**config.mk**
```make
export PLATFORM = sky130hd
export DESIGN_NAME = mcuic_top
export DESIGN_NICKNAME = d
export VERILOG_FILES = /design/src/rtl/mcuic_pkg.sv /design/src/rtl/mcuic_top.sv
export SDC_FILE = /design/constraint.sdc
export NUM_CORES = 1
export LEC_CHECK = 0
export ABC_AREA = 1
export BUFFER_PORTS_ARGS = -buffer_cell sky130_fd_sc_hd__buf_2
export CAP_MARGIN = 30
export CORE_MARGIN = 5
export CORE_UTILIZATION = 35
export DETAILED_ROUTE_END_ITERATION = 10
export HOLD_SLACK_MARGIN = 0.15
export PLACE_DENSITY_LB_ADDON = 0.25
export REMOVE_ABC_BUFFERS = 1
export SYNTH_ARGS = -nofsm -noshare
export SYNTH_HDL_FRONTEND = slang
export SYNTH_SLANG_ARGS = --single-unit
```
**constraint.sdc**
```tcl
create_clock -name mclk -period 1.6 [get_ports mclk]
set_input_delay 0.08 -clock mclk [delete_from_list [all_inputs] [get_ports mclk]]
set_output_delay 0.08 -clock mclk [all_outputs]
set_load 0.1 [all_outputs]
```
**src/rtl/mcuic_pkg.sv**
```systemverilog
// constants for the microcontroller interrupt control block
package mcuic_pkg;
  localparam int unsigned ADDR_W = 2;
  localparam int unsigned DATA_W = 8;

  // register indices on the plain register port
  localparam logic [1:0] REG_CTRL_A   = 2'h0;
  localparam logic [1:0] REG_CTRL_B   = 2'h1;
  localparam logic [1:0] REG_CMP_SEL  = 2'h2;
  localparam logic [1:0] REG_IRQ_STAT = 2'h3;

  // irq_ctrl_a fields
  localparam int unsigned A_MASTER_EN = 0;
  localparam int unsigned A_PIN_EN    = 1;
  localparam int unsigned A_T0_EN     = 2;
  localparam int unsigned A_T1_EN     = 3;
  localparam int unsigned A_PIN_FLAG  = 4;
  localparam int unsigned A_T0_FLAG   = 5;
  localparam int unsigned A_T1_FLAG   = 6;
  // irq_ctrl_b fields
  localparam int unsigned B_CONV_EN   = 0;
  localparam int unsigned B_TB_EN     = 1;
  localparam int unsigned B_COMB_EN   = 2;
  localparam int unsigned B_CONV_FLAG = 4;
  localparam int unsigned B_TB_FLAG   = 5;
  localparam int unsigned B_COMB_FLAG = 6;

  localparam logic [7:0] CTRL_A_RESET = 8'h00;
  localparam logic [7:0] CTRL_B_RESET = 8'h00;
  localparam logic [7:0] CTRL_A_MASK_SMALL = 8'h37;
  localparam logic [7:0] CTRL_A_MASK_LARGE = 8'h7F;
  localparam logic [7:0] CTRL_B_MASK       = 8'h77;

  // comparator edge selection
  localparam logic [1:0] CMP_FALL = 2'h0;
  localparam logic [1:0] CMP_RISE = 2'h1;
  localparam logic [1:0] CMP_BOTH = 2'h2;

  // source order, highest priority first
  localparam int unsigned NSRC     = 6;
  localparam int unsigned SRC_PIN  = 0;
  localparam int unsigned SRC_T0   = 1;
  localparam int unsigned SRC_T1   = 2;
  localparam int unsigned SRC_CONV = 3;
  localparam int unsigned SRC_TB   = 4;
  localparam int unsigned SRC_COMB = 5;

  localparam logic [7:0] VEC_PIN  = 8'h04;
  localparam logic [7:0] VEC_T0   = 8'h08;
  localparam logic [7:0] VEC_T1   = 8'h0C;
  localparam logic [7:0] VEC_CONV = 8'h10;
  localparam logic [7:0] VEC_TB   = 8'h14;
  localparam logic [7:0] VEC_COMB = 8'h18;

  localparam logic [1:0] LAT_NORMAL = 2'h2;
  localparam logic [1:0] LAT_WAKE   = 2'h3;

  typedef enum logic [1:0] {
    MCUIC_IDLE,
    MCUIC_WAIT,
    MCUIC_TAKE
  } mcuic_state_t;
endpackage

```
**src/rtl/mcuic_top.sv**
```systemverilog
// interrupt flags, enables, priority and vectoring for the core sequencer
//
// The plain strobed port and the register offsets were decided locally.
`timescale 1ns/1ps
// Function
// RULE1: comparator edge select: 00 falling, 01 rising, 10 both, 11 unused.
// RULE2: unused register bits read back as zero.
// RULE3: an event sets its flag regardless of enable state.
// RULE4: every source has its own software enable bit.
// RULE5: master enable in control A bit 0 gates all interrupts.
// RULE6: pin source: flag control A bit 4, enable bit 1.
// RULE7: timer zero: flag control A bit 5, enable bit 2.
// RULE8: timer one: flag bit 6, enable bit 3; zero on small variant.
// RULE9: time base: flag control B bit 5, enable bit 1.
// RULE10: conversion done: flag control B bit 4, enable bit 0.
// RULE11: an accepted interrupt diverts the program to its handler.
// RULE12: combined source flag B bit 6, enable bit 2; all reset zero.
// RULE13: take a source only with flag, enable and master enable set.
// RULE14: taking an interrupt clears master enable; new flags still set.
// RULE15: fixed priority, pin highest at 04H, combined lowest at 18H.
// RULE16: no acknowledge while the return stack is full.
// RULE17: request to vector jump takes 2 cycles, 3 after wake-up.
module mcuic_top
  import mcuic_pkg::*;
#(
  parameter bit HAS_TIMER_ONE = 1'b1
) (
  input  wire logic                       mclk,
  input  wire logic                       reset,
  input  wire logic [mcuic_pkg::ADDR_W-1:0] reg_addr,
  input  wire logic [mcuic_pkg::DATA_W-1:0] reg_wdata,
  input  wire logic                       reg_wr,
  input  wire logic                       reg_rd,
  output logic      [mcuic_pkg::DATA_W-1:0] reg_rdata,
  input  wire logic                       pin_event,
  input  wire logic                       timer_zero_event,
  input  wire logic                       timer_one_event,
  input  wire logic                       conversion_done_event,
  input  wire logic                       timebase_event,
  input  wire logic                       comb_src_event,
  input  wire logic                       comparator_out,
  input  wire logic                       instr_cycle,
  input  wire logic                       woke_up,
  input  wire logic                       stack_full,
  input  wire logic                       irq_ack,
  output logic                            irq_take,
  output logic      [7:0]                 irq_vector,
  output logic                            irq_out
);
  import mcuic_pkg::*;

  localparam logic [7:0] A_MASK =
    HAS_TIMER_ONE ? CTRL_A_MASK_LARGE : CTRL_A_MASK_SMALL;

  logic [7:0]        ctrl_a_q;
  logic [7:0]        ctrl_b_q;
  logic [1:0]        cmp_sel_q;
  logic              cmp_prev_q;
  logic              cmp_init_q;
  logic [NSRC-1:0]   src_flag;
  logic [NSRC-1:0]   src_en;
  logic [NSRC-1:0]   src_ready;
  logic [NSRC-1:0]   take_onehot;
  logic              cmp_hit;
  logic              master_irq_enable;
  logic [7:0]        vec_d;
  logic [7:0]        vec_q;
  logic [1:0]        lat_q;
  logic              wake_q;
  mcuic_state_t      state_q;
  logic              any_ready;

  // next values of the registers above
  mcuic_state_t      state_d;
  logic [7:0]        ctrl_a_d;
  logic [7:0]        ctrl_b_d;
  logic [7:0]        rdata_d;

  // comparator edges before the select is applied
  logic              cmp_rise;
  logic              cmp_fall;

  // latency counter end points and the value shown before any take
  localparam logic [1:0] LAT_NONE = 2'h0;
  localparam logic [1:0] LAT_LAST = 2'h1;
  localparam logic [7:0] VEC_NONE = 8'h00;

  assign master_irq_enable = ctrl_a_q[A_MASTER_EN]; // RULE5

  // first sample after reset has no history, so no edge is reported then
  assign cmp_rise = ~cmp_prev_q & comparator_out;
  assign cmp_fall = cmp_prev_q & ~comparator_out;

  // comparator edge detection feeding the combined source
  always_comb begin
    case (cmp_sel_q)
      CMP_FALL: cmp_hit = cmp_fall; // RULE1
      CMP_RISE: cmp_hit = cmp_rise; // RULE1
      CMP_BOTH: cmp_hit = cmp_rise | cmp_fall; // RULE1
      default:  cmp_hit = 1'b0;
    endcase
    cmp_hit = cmp_hit & cmp_init_q;
  end

  always_ff @(posedge mclk) begin
    if (reset) begin
      cmp_prev_q <= 1'b0;
      cmp_init_q <= 1'b0;
    end else begin
      cmp_prev_q <= comparator_out;
      cmp_init_q <= 1'b1;
    end
  end

  // gather flags and enables in priority order
  always_comb begin
    src_flag = '0;
    src_en   = '0;
    src_flag[SRC_PIN]  = ctrl_a_q[A_PIN_FLAG]; // RULE6
    src_en[SRC_PIN]    = ctrl_a_q[A_PIN_EN]; // RULE6
    src_flag[SRC_T0]   = ctrl_a_q[A_T0_FLAG]; // RULE7
    src_en[SRC_T0]     = ctrl_a_q[A_T0_EN]; // RULE7
    src_flag[SRC_T1]   = ctrl_a_q[A_T1_FLAG]; // RULE8
    src_en[SRC_T1]     = ctrl_a_q[A_T1_EN]; // RULE8
    src_flag[SRC_CONV] = ctrl_b_q[B_CONV_FLAG]; // RULE10
    src_en[SRC_CONV]   = ctrl_b_q[B_CONV_EN]; // RULE10
    src_flag[SRC_TB]   = ctrl_b_q[B_TB_FLAG]; // RULE9
    src_en[SRC_TB]     = ctrl_b_q[B_TB_EN]; // RULE9
    src_flag[SRC_COMB] = ctrl_b_q[B_COMB_FLAG]; // RULE12
    src_en[SRC_COMB]   = ctrl_b_q[B_COMB_EN]; // RULE12
  end

  assign src_ready = src_flag & src_en & {NSRC{master_irq_enable}}; // RULE13
  assign any_ready = |src_ready;
  // lowest index wins
  assign take_onehot = src_ready & (~src_ready + 1'b1); // RULE15

  always_comb begin
    vec_d = VEC_COMB;
    case (1'b1)
      take_onehot[SRC_PIN]:  vec_d = VEC_PIN; // RULE15
      take_onehot[SRC_T0]:   vec_d = VEC_T0;
      take_onehot[SRC_T1]:   vec_d = VEC_T1;
      take_onehot[SRC_CONV]: vec_d = VEC_CONV;
      take_onehot[SRC_TB]:   vec_d = VEC_TB;
      default:               vec_d = VEC_COMB; // RULE15
    endcase
  end

  // sequence: wait the instruction-cycle latency, then hand the vector over
  // stack_full only blocks a new take; one already handed over waits for ack
  logic take_now;
  assign take_now = (state_q == MCUIC_WAIT) && instr_cycle &&
                    (lat_q == LAT_LAST) && any_ready && !stack_full; // RULE16

  // next state; a request that vanishes while waiting abandons the take
  always_comb begin
    state_d = state_q;
    case (state_q)
      MCUIC_IDLE: begin
        if (any_ready && !stack_full) begin // RULE16
          state_d = MCUIC_WAIT;
        end
      end
      MCUIC_WAIT: begin
        if (!any_ready) begin
          state_d = MCUIC_IDLE;
        end else if (take_now) begin
          state_d = MCUIC_TAKE; // RULE11
        end
      end
      MCUIC_TAKE: begin
        // hold the request until the sequencer has pushed the return address
        if (irq_ack) begin
          state_d = MCUIC_IDLE;
        end
      end
      default: state_d = MCUIC_IDLE;
    endcase
  end

  always_ff @(posedge mclk) begin
    if (reset) begin
      state_q <= MCUIC_IDLE;
    end else begin
      state_q <= state_d;
    end
  end

  // a wake-up is kept until the next take so the longer latency applies
  always_ff @(posedge mclk) begin
    if (reset) begin
      wake_q <= 1'b0;
    end else if (take_now) begin
      wake_q <= 1'b0;
    end else if (woke_up) begin
      wake_q <= 1'b1;
    end
  end

  // latency counts instruction cycles, not clocks
  // a request that drops while waiting restarts the count from the top
  always_ff @(posedge mclk) begin
    if (reset) begin
      lat_q <= LAT_NONE;
    end else if (state_q == MCUIC_IDLE && any_ready && !stack_full) begin
      lat_q <= (wake_q || woke_up) ? LAT_WAKE : LAT_NORMAL; // RULE17
    end else if (state_q == MCUIC_WAIT && any_ready && instr_cycle &&
                 lat_q != LAT_LAST) begin
      lat_q <= lat_q - LAT_LAST; // RULE17
    end
  end

  // vector and take are held until the sequencer acknowledges
  always_ff @(posedge mclk) begin
    if (reset) begin
      irq_take   <= 1'b0;
      irq_vector <= VEC_NONE;
    end else if (take_now) begin
      irq_take   <= 1'b1; // RULE11
      irq_vector <= vec_d; // RULE15
    end else if (state_q == MCUIC_TAKE && irq_ack) begin
      irq_take   <= 1'b0;
    end
  end

  // last taken vector, readable by software
  always_ff @(posedge mclk) begin
    if (reset) begin
      vec_q <= VEC_NONE;
    end else if (take_now) begin
      vec_q <= vec_d;
    end
  end

  // control A: event sets win over software writes and take clears
  always_comb begin
    ctrl_a_d = ctrl_a_q;
    if (reg_wr && reg_addr == REG_CTRL_A) begin
      ctrl_a_d = reg_wdata & A_MASK; // RULE4
    end
    if (take_now) begin
      ctrl_a_d[A_MASTER_EN] = 1'b0; // RULE14
      ctrl_a_d[A_PIN_FLAG]  = ctrl_a_d[A_PIN_FLAG] & ~take_onehot[SRC_PIN];
      ctrl_a_d[A_T0_FLAG]   = ctrl_a_d[A_T0_FLAG] & ~take_onehot[SRC_T0];
      ctrl_a_d[A_T1_FLAG]   = ctrl_a_d[A_T1_FLAG] & ~take_onehot[SRC_T1];
    end
    if (pin_event) begin
      ctrl_a_d[A_PIN_FLAG] = 1'b1; // RULE3
    end
    if (timer_zero_event) begin
      ctrl_a_d[A_T0_FLAG] = 1'b1; // RULE3
    end
    if (timer_one_event && HAS_TIMER_ONE) begin
      ctrl_a_d[A_T1_FLAG] = 1'b1; // RULE8
    end
    ctrl_a_d = ctrl_a_d & A_MASK; // RULE2
  end

  always_ff @(posedge mclk) begin
    if (reset) begin
      ctrl_a_q <= CTRL_A_RESET; // RULE12
    end else begin
      ctrl_a_q <= ctrl_a_d;
    end
  end

  // control B: same ordering as control A
  always_comb begin
    ctrl_b_d = ctrl_b_q;
    if (reg_wr && reg_addr == REG_CTRL_B) begin
      ctrl_b_d = reg_wdata & CTRL_B_MASK; // RULE4
    end
    if (take_now) begin
      ctrl_b_d[B_CONV_FLAG] = ctrl_b_d[B_CONV_FLAG] & ~take_onehot[SRC_CONV];
      ctrl_b_d[B_TB_FLAG]   = ctrl_b_d[B_TB_FLAG] & ~take_onehot[SRC_TB];
      ctrl_b_d[B_COMB_FLAG] = ctrl_b_d[B_COMB_FLAG] & ~take_onehot[SRC_COMB];
    end
    if (conversion_done_event) begin
      ctrl_b_d[B_CONV_FLAG] = 1'b1; // RULE3
    end
    if (timebase_event) begin
      ctrl_b_d[B_TB_FLAG] = 1'b1; // RULE3
    end
    if (comb_src_event || cmp_hit) begin
      ctrl_b_d[B_COMB_FLAG] = 1'b1; // RULE3
    end
    ctrl_b_d = ctrl_b_d & CTRL_B_MASK; // RULE2
  end

  always_ff @(posedge mclk) begin
    if (reset) begin
      ctrl_b_q <= CTRL_B_RESET; // RULE12
    end else begin
      ctrl_b_q <= ctrl_b_d;
    end
  end

  // edge select 11 is reserved; it simply raises no comparator events
  always_ff @(posedge mclk) begin
    if (reset) begin
      cmp_sel_q <= CMP_FALL;
    end else if (reg_wr && reg_addr == REG_CMP_SEL) begin
      cmp_sel_q <= reg_wdata[1:0]; // RULE1
    end
  end

  // level output: some source is pending and allowed
  always_ff @(posedge mclk) begin
    if (reset) begin
      irq_out <= 1'b0;
    end else begin
      irq_out <= any_ready; // RULE13
    end
  end

  // read data one cycle after the strobe, zero otherwise
  always_comb begin
    rdata_d = '0;
    if (reg_rd) begin
      case (reg_addr)
        REG_CTRL_A:   rdata_d = ctrl_a_q & A_MASK; // RULE2
        REG_CTRL_B:   rdata_d = ctrl_b_q & CTRL_B_MASK; // RULE2
        REG_CMP_SEL:  rdata_d = {6'h00, cmp_sel_q}; // RULE2
        REG_IRQ_STAT: rdata_d = vec_q;
        default:      rdata_d = '0;
      endcase
    end
  end

  always_ff @(posedge mclk) begin
    if (reset) begin
      reg_rdata <= '0;
    end else begin
      reg_rdata <= rdata_d;
    end
  end
endmodule

```
==> results.toml <==
[run_status]
status = "completed"

[layout]
drive_above_1_share = 0.2417
n_antenna_cell = 0
area_delta_synth_final_pct = 32.53
nets = 329
finish.utilization = 0.4792
layout.cells.non_filler = 369

[timing]
finalClockSkew_ns = 0.005585
min_period_over_period = 0.9097
setup_tns_ns = 0
min_period_ns = 1.456
hold_violations = 0
fin_ws_ns = 0.1444
finalSetupViolCount = 0
clock.fmax_mhz = 687.0
final-max-slew-violation-count = 0

[power_and_ir_drop]
vdd_drop_max_mv = 0.3359
seqPwrFrac = 0.486
switching_power_w = 0.0005151
p_leak_nw = 1.100
internal-power_w = 0.001336
p_total_w = 0.001851
p_comb_frac = 0.168
power_density_nw_per_um2 = 817.8
p_sw_frac = 0.2783
clkPwrFrac = 0.346

[logic_synthesis]
ys.warnings.count = 0
synth_cells = 236
synth_cell_type_count = 29
ys_ff_latch = 34
syn_area_um2 = 1708
synth_area_leaders = "dfxtp_1, nand2_1, inv_1"
synth.avg_cell_area_um2 = 7.237
yosysTopAreaCell = "dfxtp_1"
seq_area_frac_synth = 0.3985
synth_top_area_frac = 0.3985

[placement]
numPortBuffers = 35
gp_congestion = 0.7845
place_ws_ns = 0.1150
dpl.hpwl_um = 3239
dp.cells = 347

[setup_path]
crit_required_ns = 1.81
ff2ff_setup_slack_ns = 0.15
cp_slowest_cell = "dlygate4sd3_1"
cp-start-kind = "input port"
critPathMaxFanout = 12
cpPeakStageDelay_ns = 0.53
path_cells = "dlygate4sd3_1 > buf_2 > inv_2 > nor2_4 > nand2_2 > o21ai_0 > inv_1 > o21bai_1 > a21oi_1"
critPathKind = "in2reg"
crit_path_end_kind = "register"
critical_path_arrival_ns = 1.67

[drt]
via_per_inst = 4.379
wl_per_cell_um = 11.18
remaining_drc_errors = 0
initialDrtViolationCount = 85
first_pass_iters = 4
vias = 1616
ant_nets = 0
wirelength_um = 4124

[hold_path]
hold_class = "in2reg"

[clock_network]
cts_tree = "built"
h-tree-depth = 2
clk_latency_ns = 0.28
cts_sinks = 34
clock_path_buffers = 2
root_buffer = "clkbuf_8"
clk_pin_slew_ns = 0.07
cts_buffers = 5

[floorplanning]
rows = 25
dieArea_um2 = 6377
core_area_um2 = 4723
initial_core_util = 0.3616
die_w_um = 79.86
die_y_um = 79.86
ioPinCount = 43

[global_routing]
grt_max_degree = 15
grt_pass1_wl_um = 6913
grt.overflow.total = 0
grt_usage = 0.1393
antenna_found_initial = 0
grt_pass1_vias = 1478

[run]
cap_violations = 0
==> critical path: cells and delay by family <==
kind | cells | cell delay, ns
AOI/OAI and AO/OA | 3 | 0.45
and+or+nand+nor | 2 | 0.31
buffers and inverters | 4 | 0.84
==> cells in the final DEF (no fill, tap or decap), types with 2 or more instances in the layout <==
cell / instances
o21ai_0: 12
nor2_2: 2
inv_1: 40
nand4_1: 2
buf_2: 35
o21ai_1: 3
conb_1: 6
o21bai_1: 6
nand2_2: 2
nand3b_1: 2
ha_1: 3
o211ai_1: 3
nor2_1: 17
nand3_1: 19
dlygate4sd3_1: 14
inv_2: 2
clkbuf_8: 6
nand2_1: 43
dfxtp_1: 34
nor2_4: 2
buf_4: 15
nand3_4: 2
a21oi_1: 22
==> path summary, 6_finish.rpt <==
kind	end	cells past startpoint	start
max	ctrl_b_q[5]	9	reg_addr[0]
min	ctrl_b_q[6]	5	comb_src_event
max reg2reg	lat_q[0]	10	ctrl_a_q[0]
min reg2reg	wake_q	2	wake_q
==> kinds of logic (layout without fill, tap and decap cells) <==
kind of cell               Yosys count  after routing  share of synthesized area
and+or+nand+nor                     96             96                     0.2696
adders and majority gates            3              3                    0.02198
other                                1              6                   0.002196
DFF                                 34             34                     0.3985
buffers and inverters               54            115                     0.1502
AOI/OAI and AO/OA                   48             48                     0.1575
==> area by class of cell <==
| cell class | instances | area, um^2 |
|---|---|---|
| Clock inverter | 1 | 5.005 |
| Tap cell | 67 | 83.83 |
| Sequential cell | 34 | 680.7 |
| Inverter | 42 | 157.7 |
| Timing Repair Buffer | 65 | 447.9 |
| Multi-Input combinational cell | 153 | 802.0 |
| Fill cell | 502 | 2460 |
| Clock buffer | 7 | 86.33 |
==> power by group through the flow <==
stage	clock [W]	sequential [W]	combinational (W)
after floorplan	0	0.000941	0.000158
after global placement	0	0.000918	0.000281
final	0.000641	0.000899	0.000310
after global routing	0.000711	0.000902	0.000343
after CTS	0.000661	0.000899	0.000309
after detailed placement	0	0.000919	0.000282
==> flip-flops by register name, indices dropped and copies added, names as in the netlist <==
register and flops:
wake_q 1, irq_out 1, vec_q 3, lat_q 2, cmp_init_q 1, ctrl_b_q 6
cmp_sel_q 2, state_q 2, irq_take 1, ctrl_a_q 7, reg_rdata 7, cmp_prev_q 1
==> timing repair <==
item	4_1_cts	5_1_grt
setup endpoints to repair	0	6
endpoints found under the hold margin	20	0
hold buffers	14	0
gates resized for setup	0	3
buffers inserted	0	0
==> cell usage after synthesis (all sizes together) <==
library cell / n
clkbuf: 1
conb: 1
nor3: 2
or2: 1
o21bai: 6
a21oi: 23
nand3b: 2
inv: 42
nand2: 46
nand4: 2
o31ai: 1
nand3: 22
buf: 11
o21ai: 15
nor2: 21
dfxtp: 34
ha: 3
o211ai: 3
==> stage by stage <==
step           hold WS [ns]  instance area (um^2)
6_report             0.1735                  2263
5_1_grt              0.1794                  2263
4_1_cts              0.1763                  2251
3_5_place_dp         0.3239                  2019
3_3_place_gp         0.3175                  2019
2_1_floorplan        0.1424                  1628
==> layer usage <==
metal | vias up | global-route usage | share of wire
met3 | 7 | 0.03837 | 0.065
li1 | 872 | - | -
met2 | 43 | 0.2137 | 0.43
met1 | 694 | 0.1860 | 0.49
met5 | - | 0 | 0
met4 | 0 | 0.05068 | 0.023
No activity file was read; power rests on OpenSTA's default activity.
